$ cat config.mk
export PLATFORM = sky130hd
export DESIGN_NAME = sctc_top
export DESIGN_NICKNAME = d
export VERILOG_FILES = /design/src/hdl/sctc_pkg.sv /design/src/hdl/sctc_div_decode.sv /design/src/hdl/sctc_top.sv
export SDC_FILE = /design/constraint.sdc
export NUM_CORES = 1
export LEC_CHECK = 0
export ABC_AREA = 1
export ABC_CLOCK_PERIOD_IN_PS = 1650
export BUFFER_PORTS_ARGS = -buffer_cell sky130_fd_sc_hd__buf_2
export CAP_MARGIN = 15
export CELL_PAD_IN_SITES_DETAIL_PLACEMENT = 0
export CELL_PAD_IN_SITES_GLOBAL_PLACEMENT = 1
export CORE_MARGIN = 5
export CORE_UTILIZATION = 41
export CTS_CLUSTER_DIAMETER = 60
export DETAILED_ROUTE_END_ITERATION = 10
export PLACE_DENSITY_LB_ADDON = 0.1
export SLEW_MARGIN = 30
export SYNTH_ARGS = -nofsm -noshare
export SYNTH_HDL_FRONTEND = slang
export SYNTH_SLANG_ARGS = --single-unit
$ cat constraint.sdc
create_clock -name clk -period 1.65 [get_ports clk]
set_input_delay 0.2475 -clock clk [delete_from_list [all_inputs] [get_ports clk]]
set_output_delay 0.2475 -clock clk [all_outputs]
set_load 0.005 [all_outputs]
$ cat src/hdl/sctc_pkg.sv
/*
 * Package of the system clock tree control block: register offsets, field
 * positions, reset values, switch encodings and structs.
 * Assumes a classic Wishbone slave with 32-bit data and byte addresses.
 */
// Functional notes
// - Multiplier codes 0..14 give code+2; code 15 also gives sixteen.
// - Multiplier codes from 16 give code+1; codes 62 and 63 give 63.
// - Pre-divide bit 0 passes the PLL input; 1 divides it by two.
// - PLL source 0 takes RC8M/2; 1 takes crystal or RC48M by preselect.
// - ADC codes 0..7 divide APB2 clock by 2,4,6,8,2,12,8,16.
// - ADC codes 1x00..1x11 divide AHB clock by 5,6,10,20.
// - APB2 codes 0xx undivided; 100..111 divide AHB by 2,4,8,16.
// - APB1 codes 0xx undivided; 100..111 divide AHB by 2,4,8,16.
// - AHB codes 0xxx undivided; 1000..1111 divide by 2..512.
// - Status field reports active source: RC8M, crystal, PLL; 11 reserved.
// - Software switch field selects the source; switch completes with latency.
// - Wake from deep-sleep/standby, or crystal failure while the crystal is in use, forces RC8M.
// - Interrupt register lives at 0x08 and resets to zero.
// - Writing 1 to bit 23 clears the crystal-stuck flag; 0 no effect.
// - Writing 1 to bits 20..16 clears the matching stable flag.
// - Read-write stable interrupt enables sit at bits 12..8.
// - Stable flags at bits 4..0 set on stable with enable; sticky.
// - Crystal-stuck flag at bit 7 sets on stuck; cleared only by bit 23.
package sctc_pkg;

	localparam logic [7:0] CFG0_ADDR = 8'h04;
	localparam logic [7:0] INT_ADDR = 8'h08;
	localparam logic [7:0] CFG1_ADDR = 8'h2c;
	localparam logic [7:0] CTRL_ADDR = 8'h30;

	localparam logic [31:0] CFG0_RESET = 32'h0000_0000;
	localparam logic [31:0] INT_RESET = 32'h0000_0000;
	localparam logic [31:0] CFG1_RESET = 32'h0000_0000;
	localparam logic [31:0] CTRL_RESET = 32'h0000_0000;

	// Configuration zero field positions
	localparam int SW_LSB = 0;
	localparam int SWS_LSB = 2;
	localparam int AHB_LSB = 4;
	localparam int APB1_LSB = 8;
	localparam int APB2_LSB = 11;
	localparam int ADC_LSB = 14;
	localparam int PSRC_BIT = 16;
	localparam int PDIV_BIT = 17;
	localparam int MUL_LSB = 18;
	localparam int MUL4_BIT = 27;
	localparam int ADC2_BIT = 28;
	localparam int MUL5_BIT = 30;
	// Configuration one field positions
	localparam int ADC3_BIT = 29;
	localparam int PRESEL_BIT = 30;
	// Interrupt register field positions
	localparam int FLAG_LSB = 0;
	localparam int STUCK_FLAG_BIT = 7;
	localparam int EN_LSB = 8;
	localparam int CLR_LSB = 16;
	localparam int STUCK_CLR_BIT = 23;
	// Control register: PLL enable
	localparam int PLL_EN_BIT = 0;
	localparam int NSRC = 5;

	// Write mask of writable bits per register
	localparam logic [31:0] CFG0_WMASK = 32'h5c3f_fff3;
	localparam logic [31:0] CFG1_WMASK = 32'h6000_0000;
	localparam logic [31:0] CTRL_WMASK = 32'h0000_0001;

	// Cycles the old clock is held off before the new source is used
	localparam logic [3:0] SWITCH_GAP = 4'h4;

	typedef enum logic [1:0] {
		SCTC_SRC_RC8M = 2'b00,
		SCTC_SRC_XTAL = 2'b01,
		SCTC_SRC_PLL = 2'b10,
		SCTC_SRC_RSVD = 2'b11
	} sctc_src_e;

	typedef struct packed {
		logic [7:0] adr;
		logic [31:0] dat;
		logic [3:0] sel;
		logic we;
		logic stb;
		logic cyc;
	} sctc_wb_req_s;

	typedef struct packed {
		logic [5:0] mul_factor;
		logic [9:0] ahb_div;
		logic [4:0] apb1_div;
		logic [4:0] apb2_div;
		logic [4:0] adc_div;
		logic adc_from_ahb;
		logic pll_div2;
		logic [1:0] pll_input;
	} sctc_tree_s;

endpackage

$ cat src/hdl/sctc_div_decode.sv
/*
 * Decoder of the clock tree configuration codes into division and
 * multiplication factors, registered at its output.
 * Assumes the codes come from registers on the same clock.
 */
module sctc_div_decode (
	input wire logic clk,
	input wire logic nrst,
	input wire logic [5:0] mul_code,
	input wire logic [3:0] ahb_code,
	input wire logic [2:0] apb1_code,
	input wire logic [2:0] apb2_code,
	input wire logic [3:0] adc_code,
	input wire logic pll_div,
	input wire logic pll_src,
	input wire logic pll_presel,
	output sctc_pkg::sctc_tree_s tree
);

	sctc_pkg::sctc_tree_s tree_ff;
	sctc_pkg::sctc_tree_s nxt_tree;

	function automatic logic [4:0] apb_div(input logic [2:0] code);
		logic [4:0] d;
		d = 5'h01;
		if (code[2]) begin
			d = 5'(5'h02 << code[1:0]);
		end
		return d;
	endfunction

	always_comb begin
		nxt_tree = '0;
		if (mul_code <= 6'h0e) begin
			nxt_tree.mul_factor = 6'(mul_code + 6'h02);
		end else if (mul_code == 6'h0f) begin
			nxt_tree.mul_factor = 6'h10;
		end else if (mul_code == 6'h3f) begin
			nxt_tree.mul_factor = 6'h3f;
		end else begin
			nxt_tree.mul_factor = 6'(mul_code + 6'h01);
		end
		unique case (ahb_code)
			4'h8: nxt_tree.ahb_div = 10'h002;
			4'h9: nxt_tree.ahb_div = 10'h004;
			4'ha: nxt_tree.ahb_div = 10'h008;
			4'hb: nxt_tree.ahb_div = 10'h010;
			4'hc: nxt_tree.ahb_div = 10'h040;
			4'hd: nxt_tree.ahb_div = 10'h080;
			4'he: nxt_tree.ahb_div = 10'h100;
			4'hf: nxt_tree.ahb_div = 10'h200;
			default: nxt_tree.ahb_div = 10'h001;
		endcase
		nxt_tree.apb1_div = apb_div(apb1_code);
		nxt_tree.apb2_div = apb_div(apb2_code);
		nxt_tree.adc_from_ahb = adc_code[3];
		unique case ({adc_code[3], adc_code[1:0]})
			3'h4: nxt_tree.adc_div = 5'h05;
			3'h5: nxt_tree.adc_div = 5'h06;
			3'h6: nxt_tree.adc_div = 5'h0a;
			3'h7: nxt_tree.adc_div = 5'h14;
			default: begin
				unique case (adc_code[2:0])
					3'h0: nxt_tree.adc_div = 5'h02;
					3'h1: nxt_tree.adc_div = 5'h04;
					3'h2: nxt_tree.adc_div = 5'h06;
					3'h3: nxt_tree.adc_div = 5'h08;
					3'h4: nxt_tree.adc_div = 5'h02;
					3'h5: nxt_tree.adc_div = 5'h0c;
					3'h6: nxt_tree.adc_div = 5'h08;
					3'h7: nxt_tree.adc_div = 5'h10;
				endcase
			end
		endcase
		nxt_tree.pll_div2 = pll_div;
		// 00: RC8M/2, 01: crystal, 10: RC48M
		nxt_tree.pll_input = pll_src ? {pll_presel, ~pll_presel} : 2'b00;
	end

	always_ff @(posedge clk or negedge nrst) begin
		if (!nrst) begin
			tree_ff <= '0;
		end else begin
			tree_ff <= nxt_tree;
		end
	end

	assign tree = tree_ff;

endmodule

$ cat src/hdl/sctc_top.sv
/*
 * System clock tree control: configuration registers, source switch with
 * status readback and forced fallback, stable and stuck interrupt flags.
 * Assumes a classic Wishbone master on clk; oscillator status inputs are
 * asynchronous and are synchronised here.
 */
// Local design decision: the Wishbone register port.
module sctc_top (
	input wire logic clk,
	input wire logic nrst,
	input wire logic [7:0] wb_adr_i,
	input wire logic [31:0] wb_dat_i,
	input wire logic [3:0] wb_sel_i,
	input wire logic wb_we_i,
	input wire logic wb_stb_i,
	input wire logic wb_cyc_i,
	output logic [31:0] wb_dat_o,
	output logic wb_ack_o,
	input wire logic [4:0] osc_stable,
	input wire logic crystal_stuck,
	input wire logic wake_event,
	output logic clk_irq,
	output logic [1:0] sysclk_source,
	output logic sysclk_gate,
	output logic pll_enable,
	output sctc_pkg::sctc_tree_s tree
);

	// ------------------------------------------------------------
	// Input synchronisers
	// ------------------------------------------------------------
	// Three stages cost up to four cycles of flag latency; oscillator
	// status moves slowly, so the margin against metastability is cheap.
	logic [6:0] sync1_ff, sync2_ff, sync3_ff;
	logic [6:0] nxt_sync1, nxt_sync2, nxt_sync3;
	logic [6:0] seen_ff, nxt_seen;
	logic [6:0] rise;

	always_comb begin
		nxt_sync1 = {wake_event, crystal_stuck, osc_stable};
		nxt_sync2 = sync1_ff;
		nxt_sync3 = sync2_ff;
		nxt_seen = seen_ff;
		// A level counts once the second and third stages agree
		for (int i = 0; i < 7; i++) begin
			if (sync2_ff[i] == sync3_ff[i]) begin
				nxt_seen[i] = sync3_ff[i];
			end
		end
	end

	always_ff @(posedge clk or negedge nrst) begin
		if (!nrst) begin
			sync1_ff <= '0;
			sync2_ff <= '0;
			sync3_ff <= '0;
			seen_ff <= '0;
		end else begin
			sync1_ff <= nxt_sync1;
			sync2_ff <= nxt_sync2;
			sync3_ff <= nxt_sync3;
			seen_ff <= nxt_seen;
		end
	end

	assign rise = nxt_seen & ~seen_ff;

	// ------------------------------------------------------------
	// Wishbone slave and registers
	// ------------------------------------------------------------
	logic [31:0] cfg0_ff, nxt_cfg0;
	logic [31:0] cfg1_ff, nxt_cfg1;
	logic [31:0] ctrl_ff, nxt_ctrl;
	logic [4:0] en_ff, nxt_en;
	logic [4:0] flag_ff, nxt_flag;
	logic stuck_ff, nxt_stuck;
	logic ack_ff, nxt_ack;
	logic [31:0] rdata_ff, nxt_rdata;
	logic [1:0] status_ff;
	logic [31:0] bmask, int_word;
	logic wr, rd_go;
	logic force_rc;

	// A write lands at the taking edge, the same edge that raises ack,
	// so a read issued right behind it already returns the new value.
	assign wr = wb_cyc_i && wb_stb_i && wb_we_i && !ack_ff;
	assign rd_go = wb_cyc_i && wb_stb_i && !ack_ff;

	// ------------------------------------------------------------
	// Stable events, one per oscillator
	// ------------------------------------------------------------
	// Only a fresh rise arms a flag; a source already stable when its
	// enable is set raises nothing, which software has to allow for.
	logic [sctc_pkg::NSRC-1:0] stable_set;

	for (genvar g = 0; g < sctc_pkg::NSRC; g++) begin : g_stable
		assign stable_set[g] = rise[g] && en_ff[g];
	end

	// Byte lanes of the write mask follow the byte selects
	for (genvar b = 0; b < 4; b++) begin : g_lane
		assign bmask[b*8 +: 8] = {8{wb_sel_i[b]}};
	end

	// Clear bits are write-only and reserved bits stay zero on reads
	assign int_word = {8'h00, 3'h0, 5'h00, 3'h0, en_ff, stuck_ff, 2'b00, flag_ff};

	// ------------------------------------------------------------
	// Forced fallback
	// ------------------------------------------------------------
	// Judged on the source in use, not the one asked for, so a failure
	// during a switch towards the crystal acts once that switch is done.
	logic xtal_in_use;

	assign xtal_in_use = status_ff == sctc_pkg::SCTC_SRC_XTAL ||
		(status_ff == sctc_pkg::SCTC_SRC_PLL && cfg0_ff[sctc_pkg::PSRC_BIT] &&
		!cfg1_ff[sctc_pkg::PRESEL_BIT]);
	// Failure is a level: the fallback holds while the crystal is in use
	assign force_rc = rise[6] || (seen_ff[5] && xtal_in_use);

	always_comb begin
		nxt_cfg0 = cfg0_ff;
		nxt_cfg1 = cfg1_ff;
		nxt_ctrl = ctrl_ff;
		nxt_en = en_ff;
		nxt_flag = flag_ff;
		nxt_stuck = stuck_ff;
		nxt_ack = rd_go;
		nxt_rdata = rdata_ff;
		if (wr) begin
			unique case (wb_adr_i)
				sctc_pkg::CFG0_ADDR: begin
					nxt_cfg0 = (cfg0_ff & ~(bmask & sctc_pkg::CFG0_WMASK)) |
						(wb_dat_i & bmask & sctc_pkg::CFG0_WMASK);
					// Pre-divide held while the PLL runs, guarding software slips
					if (ctrl_ff[sctc_pkg::PLL_EN_BIT]) begin
						nxt_cfg0[sctc_pkg::PDIV_BIT] = cfg0_ff[sctc_pkg::PDIV_BIT];
					end
				end
				sctc_pkg::CFG1_ADDR: begin
					nxt_cfg1 = (cfg1_ff & ~(bmask & sctc_pkg::CFG1_WMASK)) |
						(wb_dat_i & bmask & sctc_pkg::CFG1_WMASK);
				end
				sctc_pkg::CTRL_ADDR: begin
					nxt_ctrl = (ctrl_ff & ~(bmask & sctc_pkg::CTRL_WMASK)) |
						(wb_dat_i & bmask & sctc_pkg::CTRL_WMASK);
				end
				sctc_pkg::INT_ADDR: begin
					if (wb_sel_i[1]) begin
						nxt_en = wb_dat_i[sctc_pkg::EN_LSB +: 5];
					end
					if (wb_sel_i[2]) begin
						nxt_flag = flag_ff & ~wb_dat_i[sctc_pkg::CLR_LSB +: 5];
						if (wb_dat_i[sctc_pkg::STUCK_CLR_BIT]) begin
							nxt_stuck = 1'b0;
						end
					end
				end
				default: begin
				end
			endcase
		end
		if (force_rc) begin
			nxt_cfg0[sctc_pkg::SW_LSB +: 2] = sctc_pkg::SCTC_SRC_RC8M;
		end
		// Setting wins over a clear in the same cycle
		nxt_flag = nxt_flag | stable_set;
		if (rise[5]) begin
			nxt_stuck = 1'b1;
		end
		if (rd_go) begin
			unique case (wb_adr_i)
				sctc_pkg::CFG0_ADDR: nxt_rdata = {cfg0_ff[31:4], status_ff, cfg0_ff[1:0]};
				sctc_pkg::INT_ADDR: nxt_rdata = int_word;
				sctc_pkg::CFG1_ADDR: nxt_rdata = cfg1_ff;
				sctc_pkg::CTRL_ADDR: nxt_rdata = ctrl_ff;
				default: nxt_rdata = 32'h0000_0000;
			endcase
		end
	end

	always_ff @(posedge clk or negedge nrst) begin
		if (!nrst) begin
			cfg0_ff <= sctc_pkg::CFG0_RESET;
			cfg1_ff <= sctc_pkg::CFG1_RESET;
			ctrl_ff <= sctc_pkg::CTRL_RESET;
			en_ff <= sctc_pkg::INT_RESET[sctc_pkg::EN_LSB +: 5];
			flag_ff <= sctc_pkg::INT_RESET[sctc_pkg::FLAG_LSB +: 5];
			stuck_ff <= sctc_pkg::INT_RESET[sctc_pkg::STUCK_FLAG_BIT];
			ack_ff <= 1'b0;
			rdata_ff <= 32'h0000_0000;
		end else begin
			cfg0_ff <= nxt_cfg0;
			cfg1_ff <= nxt_cfg1;
			ctrl_ff <= nxt_ctrl;
			en_ff <= nxt_en;
			flag_ff <= nxt_flag;
			stuck_ff <= nxt_stuck;
			ack_ff <= nxt_ack;
			rdata_ff <= nxt_rdata;
		end
	end

	// ------------------------------------------------------------
	// Source switch
	// ------------------------------------------------------------
	// The clock is gated for a gap so no cut pulse reaches the tree,
	// then the new source is used, then status reports it.
	// Code 11 is stored in the switch field but never acted on; the
	// running source stays until a legal code is written.
	typedef enum logic [1:0] {SCTC_IDLE, SCTC_GATE, SCTC_USE} sctc_sw_state_e;
	sctc_sw_state_e st_ff, nxt_st;
	logic [3:0] cnt_ff, nxt_cnt;
	logic [1:0] src_ff, nxt_src;
	logic [1:0] nxt_status;
	logic gate_ff, nxt_gate;
	logic irq_ff, nxt_irq;
	logic [1:0] req;

	assign req = cfg0_ff[sctc_pkg::SW_LSB +: 2];

	always_comb begin
		nxt_st = st_ff;
		nxt_cnt = cnt_ff;
		nxt_src = src_ff;
		nxt_status = status_ff;
		nxt_gate = gate_ff;
		unique case (st_ff)
			SCTC_IDLE: begin
				if (req != src_ff && req != sctc_pkg::SCTC_SRC_RSVD) begin
					nxt_st = SCTC_GATE;
					nxt_gate = 1'b0;
					nxt_cnt = sctc_pkg::SWITCH_GAP;
				end
			end
			SCTC_GATE: begin
				nxt_cnt = 4'(cnt_ff - 4'h1);
				if (cnt_ff == 4'h1) begin
					// A reserved code written mid-gate keeps the running source
					if (req != sctc_pkg::SCTC_SRC_RSVD) begin
						nxt_src = req;
					end
					nxt_st = SCTC_USE;
				end
			end
			SCTC_USE: begin
				nxt_gate = 1'b1;
				// Status trails the source by a cycle so a poll never runs ahead
				nxt_status = src_ff;
				nxt_st = SCTC_IDLE;
			end
		endcase
		nxt_irq = |nxt_flag || nxt_stuck;
	end

	always_ff @(posedge clk or negedge nrst) begin
		if (!nrst) begin
			st_ff <= SCTC_IDLE;
			cnt_ff <= 4'h0;
			src_ff <= sctc_pkg::SCTC_SRC_RC8M;
			status_ff <= sctc_pkg::SCTC_SRC_RC8M;
			gate_ff <= 1'b1;
			irq_ff <= 1'b0;
		end else begin
			st_ff <= nxt_st;
			cnt_ff <= nxt_cnt;
			src_ff <= nxt_src;
			status_ff <= nxt_status;
			gate_ff <= nxt_gate;
			irq_ff <= nxt_irq;
		end
	end

	// ------------------------------------------------------------
	// Factor decode
	// ------------------------------------------------------------
	sctc_div_decode u_decode (
		.clk(clk),
		.nrst(nrst),
		.mul_code({cfg0_ff[sctc_pkg::MUL5_BIT], cfg0_ff[sctc_pkg::MUL4_BIT],
			cfg0_ff[sctc_pkg::MUL_LSB +: 4]}),
		.ahb_code(cfg0_ff[sctc_pkg::AHB_LSB +: 4]),
		.apb1_code(cfg0_ff[sctc_pkg::APB1_LSB +: 3]),
		.apb2_code(cfg0_ff[sctc_pkg::APB2_LSB +: 3]),
		.adc_code({cfg1_ff[sctc_pkg::ADC3_BIT], cfg0_ff[sctc_pkg::ADC2_BIT],
			cfg0_ff[sctc_pkg::ADC_LSB +: 2]}),
		.pll_div(cfg0_ff[sctc_pkg::PDIV_BIT]),
		.pll_src(cfg0_ff[sctc_pkg::PSRC_BIT]),
		.pll_presel(cfg1_ff[sctc_pkg::PRESEL_BIT]),
		.tree(tree)
	);

	// ------------------------------------------------------------
	// Outputs
	// ------------------------------------------------------------
	// Every pin is a flop, so downstream gating and decode never see
	// a combinational glitch from the register logic.
	assign wb_dat_o = rdata_ff;
	assign wb_ack_o = ack_ff;
	assign clk_irq = irq_ff;
	assign sysclk_source = src_ff;
	assign sysclk_gate = gate_ff;
	assign pll_enable = ctrl_ff[sctc_pkg::PLL_EN_BIT];

endmodule

==> metrics.cfg <==
[drt]
vias=4423
viasPerCell=4.74
wirelength_um=13000
ant_nets=0
drtIter0Drc=203
drtPass1Iterations=4
routedWlPerCell_um=13.9
drc=0

[sta]
hold_ws_ns=0.0678
finalSetupViolations=0
worst_slack_ns=0.155
period_needed_ns=1.50
rsz0062_at_grt=no
skew_ns=0.00578
period_share=0.906
fmax_mhz=669
setup_tns_ns=0
drv_slew=0
hold_viol=0

[cells_and_area]
nNetsFinal=809
area_growth_pct=26.5
final_layout_size_suffix_gt1_frac=0.251
antenna_cells=0

[outcome]
run_status=finished, final reports clean

[clock_network]
cts.clk_slew.worst_paths_ns=0.06
cts_buffer_depth=2
numCtsBuffers=17
post-cts-setup-buffers=0
tritoncts=yes
cts_root_buffer=clkbuf_16
cts.sinks=140
clk_latency_ns=0.42
htreeDepth=4

[critical_path]
worstSetupPathType=reg -> reg
crit_chain=inv_1 -> nand3_1 -> buf_4 -> o31ai_1
reg2reg_from=wb_ack_o
critical_path.max_stage_delay_ns=0.37
start_kind=register
critPathMaxFanout=23
cpLargestDelayFamily=buffers and inverters
cp-end-kind=register
worstPathArrival_ns=1.81
cp-startpoint=wb_ack_o
cp_slowest_cell=dfrtp_1
worst_ep_required_time_ns=1.97
worst-path-buf-inv=2

[floorplanning]
die_x_um=129
rows=43
die_area_um2=16600
ioPinCount=129
core_um2=13900
fp.dieH_um=129
initial_core_util=0.416

[grt]
grt_pass1_vias=4367
grt_pass1_wl_um=21600
antenna_found_initial=0
grt_usage=0.167
grt_max_degree=52
grt_overflow_total=0

[min_path]
min_from=wb_dat_i[13]
hold_path.class=in -> reg

[flow_run]
drv_cap=0

[yosys]
synth-seq-area-share=0.606
syn_area_um2=5780
synth_fa_ha_area_frac=0.0364
synth-compound-area-share=0.0944
synthSimpleGateAreaFrac=0.198
syn_inst=593
synth_top_family_by_area=simple AND/OR/NAND/NOR gates
synth.avg_cell_area_um2=9.75
synth-seq-cells=140
ys_types=38
synthXorXnorAreaFrac=0.00303
muxShareOfSynthArea=0
ys_warn_count=0

[placed_design]
place_congestion=0.834
pre_cts_ws_ns=0.123
hpwl_um=9850
port_buffers=116

[power_and_ir_drop]
ir_drop_mv=0.719
p_leak_nw=3.82
power_density_nw_per_um2=1110
p_total_w=0.00809

## per-stage QoR
stage / cell area, um2 / instances / utilization
final: 7310 / 934 / 0.527
after global routing: 7310 / 934 / 0.527
after CTS: 7310 / 934 / 0.527
after detailed placement: 6650 / 894 / 0.479
after global placement: 6650 / 894 / 0.479
after floorplan: 5800 / 598 / -
## where the power goes
part / internal, W / total (W) / switching (W)
Clock: 0.00213 / 0.00369 / 0.00156
Sequential: 0.00358 / 0.00366 / 0.0000824
Combinational: 0.000291 / 0.000739 / 0.000448
Total: 0.00600 / 0.00809 / 0.00209
## kinds of logic after synthesis
family,after synthesis
compound gates,92
xor+xnor,2
fa+ha+maj,18
buf+inv,82
flops,140
other cells,1
simple gates,258
## cells in the mapped netlist (all sizes together)
cell type | count | area, um2
nand4 | 6 | 52.6
nor3b | 1 | 7.51
dfstp | 1 | 26.3
inv | 64 | 240
xor2 | 1 | 8.76
nand3 | 27 | 165
clkinv | 1 | 3.75
xnor2 | 1 | 8.76
buf | 12 | 93.8
dfrtp | 139 | 3480
o211ai | 2 | 15.0
o31ai | 11 | 82.6
nor3 | 10 | 50.1
o21bai | 3 | 22.5
nand2 | 166 | 641
or2 | 2 | 12.5
clkbuf | 5 | 18.8
a21oi | 15 | 86.3
o22ai | 9 | 56.3
nor2 | 46 | 214
a22o | 1 | 8.76
ha | 12 | 150
o21ai | 51 | 274
conb | 1 | 3.75
maj3 | 6 | 60.1
## tightest hold or removal path, delay by kind of cell
family	cells	cell delay, ns
and+or+nand+nor	1	0.04
buffers and inverters	1	0.08
AOI/OAI and AO/OA	1	0.08
## placed cells by master, fill, tap and decap left out, types with 2 or more instances in the layout
| master | n |
|---|---|
| nor2_4 | 3 |
| o21ai_2 | 5 |
| o21bai_1 | 3 |
| dfrtp_1 | 138 |
| or2_2 | 2 |
| dlygate4sd3_1 | 8 |
| inv_8 | 3 |
| ha_1 | 12 |
| buf_4 | 15 |
| inv_1 | 64 |
| clkinv_4 | 4 |
| o21ai_0 | 37 |
| nand2_4 | 2 |
| conb_1 | 6 |
| nand4_1 | 5 |
| o211ai_1 | 2 |
| maj3_1 | 6 |
| buf_2 | 115 |
| nand3_1 | 24 |
| o21ai_1 | 9 |
| nand3_4 | 2 |
| inv_6 | 5 |
| nand2_1 | 163 |
| o31ai_1 | 11 |
| a21oi_1 | 12 |
| a21oi_2 | 3 |
| nor2_1 | 41 |
| nor3_1 | 10 |
| clkbuf_16 | 17 |
| o22ai_1 | 9 |
| buf_12 | 2 |
## layout make-up
| cell class | count | area [um2] |
|---|---|---|
| inverters | 65 | 244 |
| multi-input cells | 376 | 1940 |
| fillers | 1320 | 6570 |
| repair buffers | 141 | 820 |
| clock inverters | 15 | 155 |
| clock buffers | 17 | 425 |
| flip-flops and latches | 140 | 3510 |
| well taps | 180 | 225 |
## path summary, 6_finish.rpt
check	to	cells past startpoint	slack, ns
worst max-delay path	wb_dat_o[27]	4	0.15
min in group asynchronous	u_decode.tree[4]	2	0.26
worst min-delay path	register	3	0.07
worst min register to register	nxt_sync3[1]	0	0.35
worst max register to register	wb_dat_o[27]	4	0.15
max in group asynchronous	sysclk_gate	3	0.80
## layer usage
layer  wire length [um]  GRT usage  vias to the layer above
met1               5760      0.221                     2095
met2               6100      0.264                      111
met4                240     0.0642                        0
met3                858     0.0432                       18
met5                  0          0                        -
li1                   -          -                     2199
## timing repair
action                                 CTS  global route
setup endpoints to repair                0             4
hold buffers                             8             0
gates resized for setup                  0             1
endpoints found under the hold margin   33             0
No activity file was read; power rests on OpenSTA's default activity.
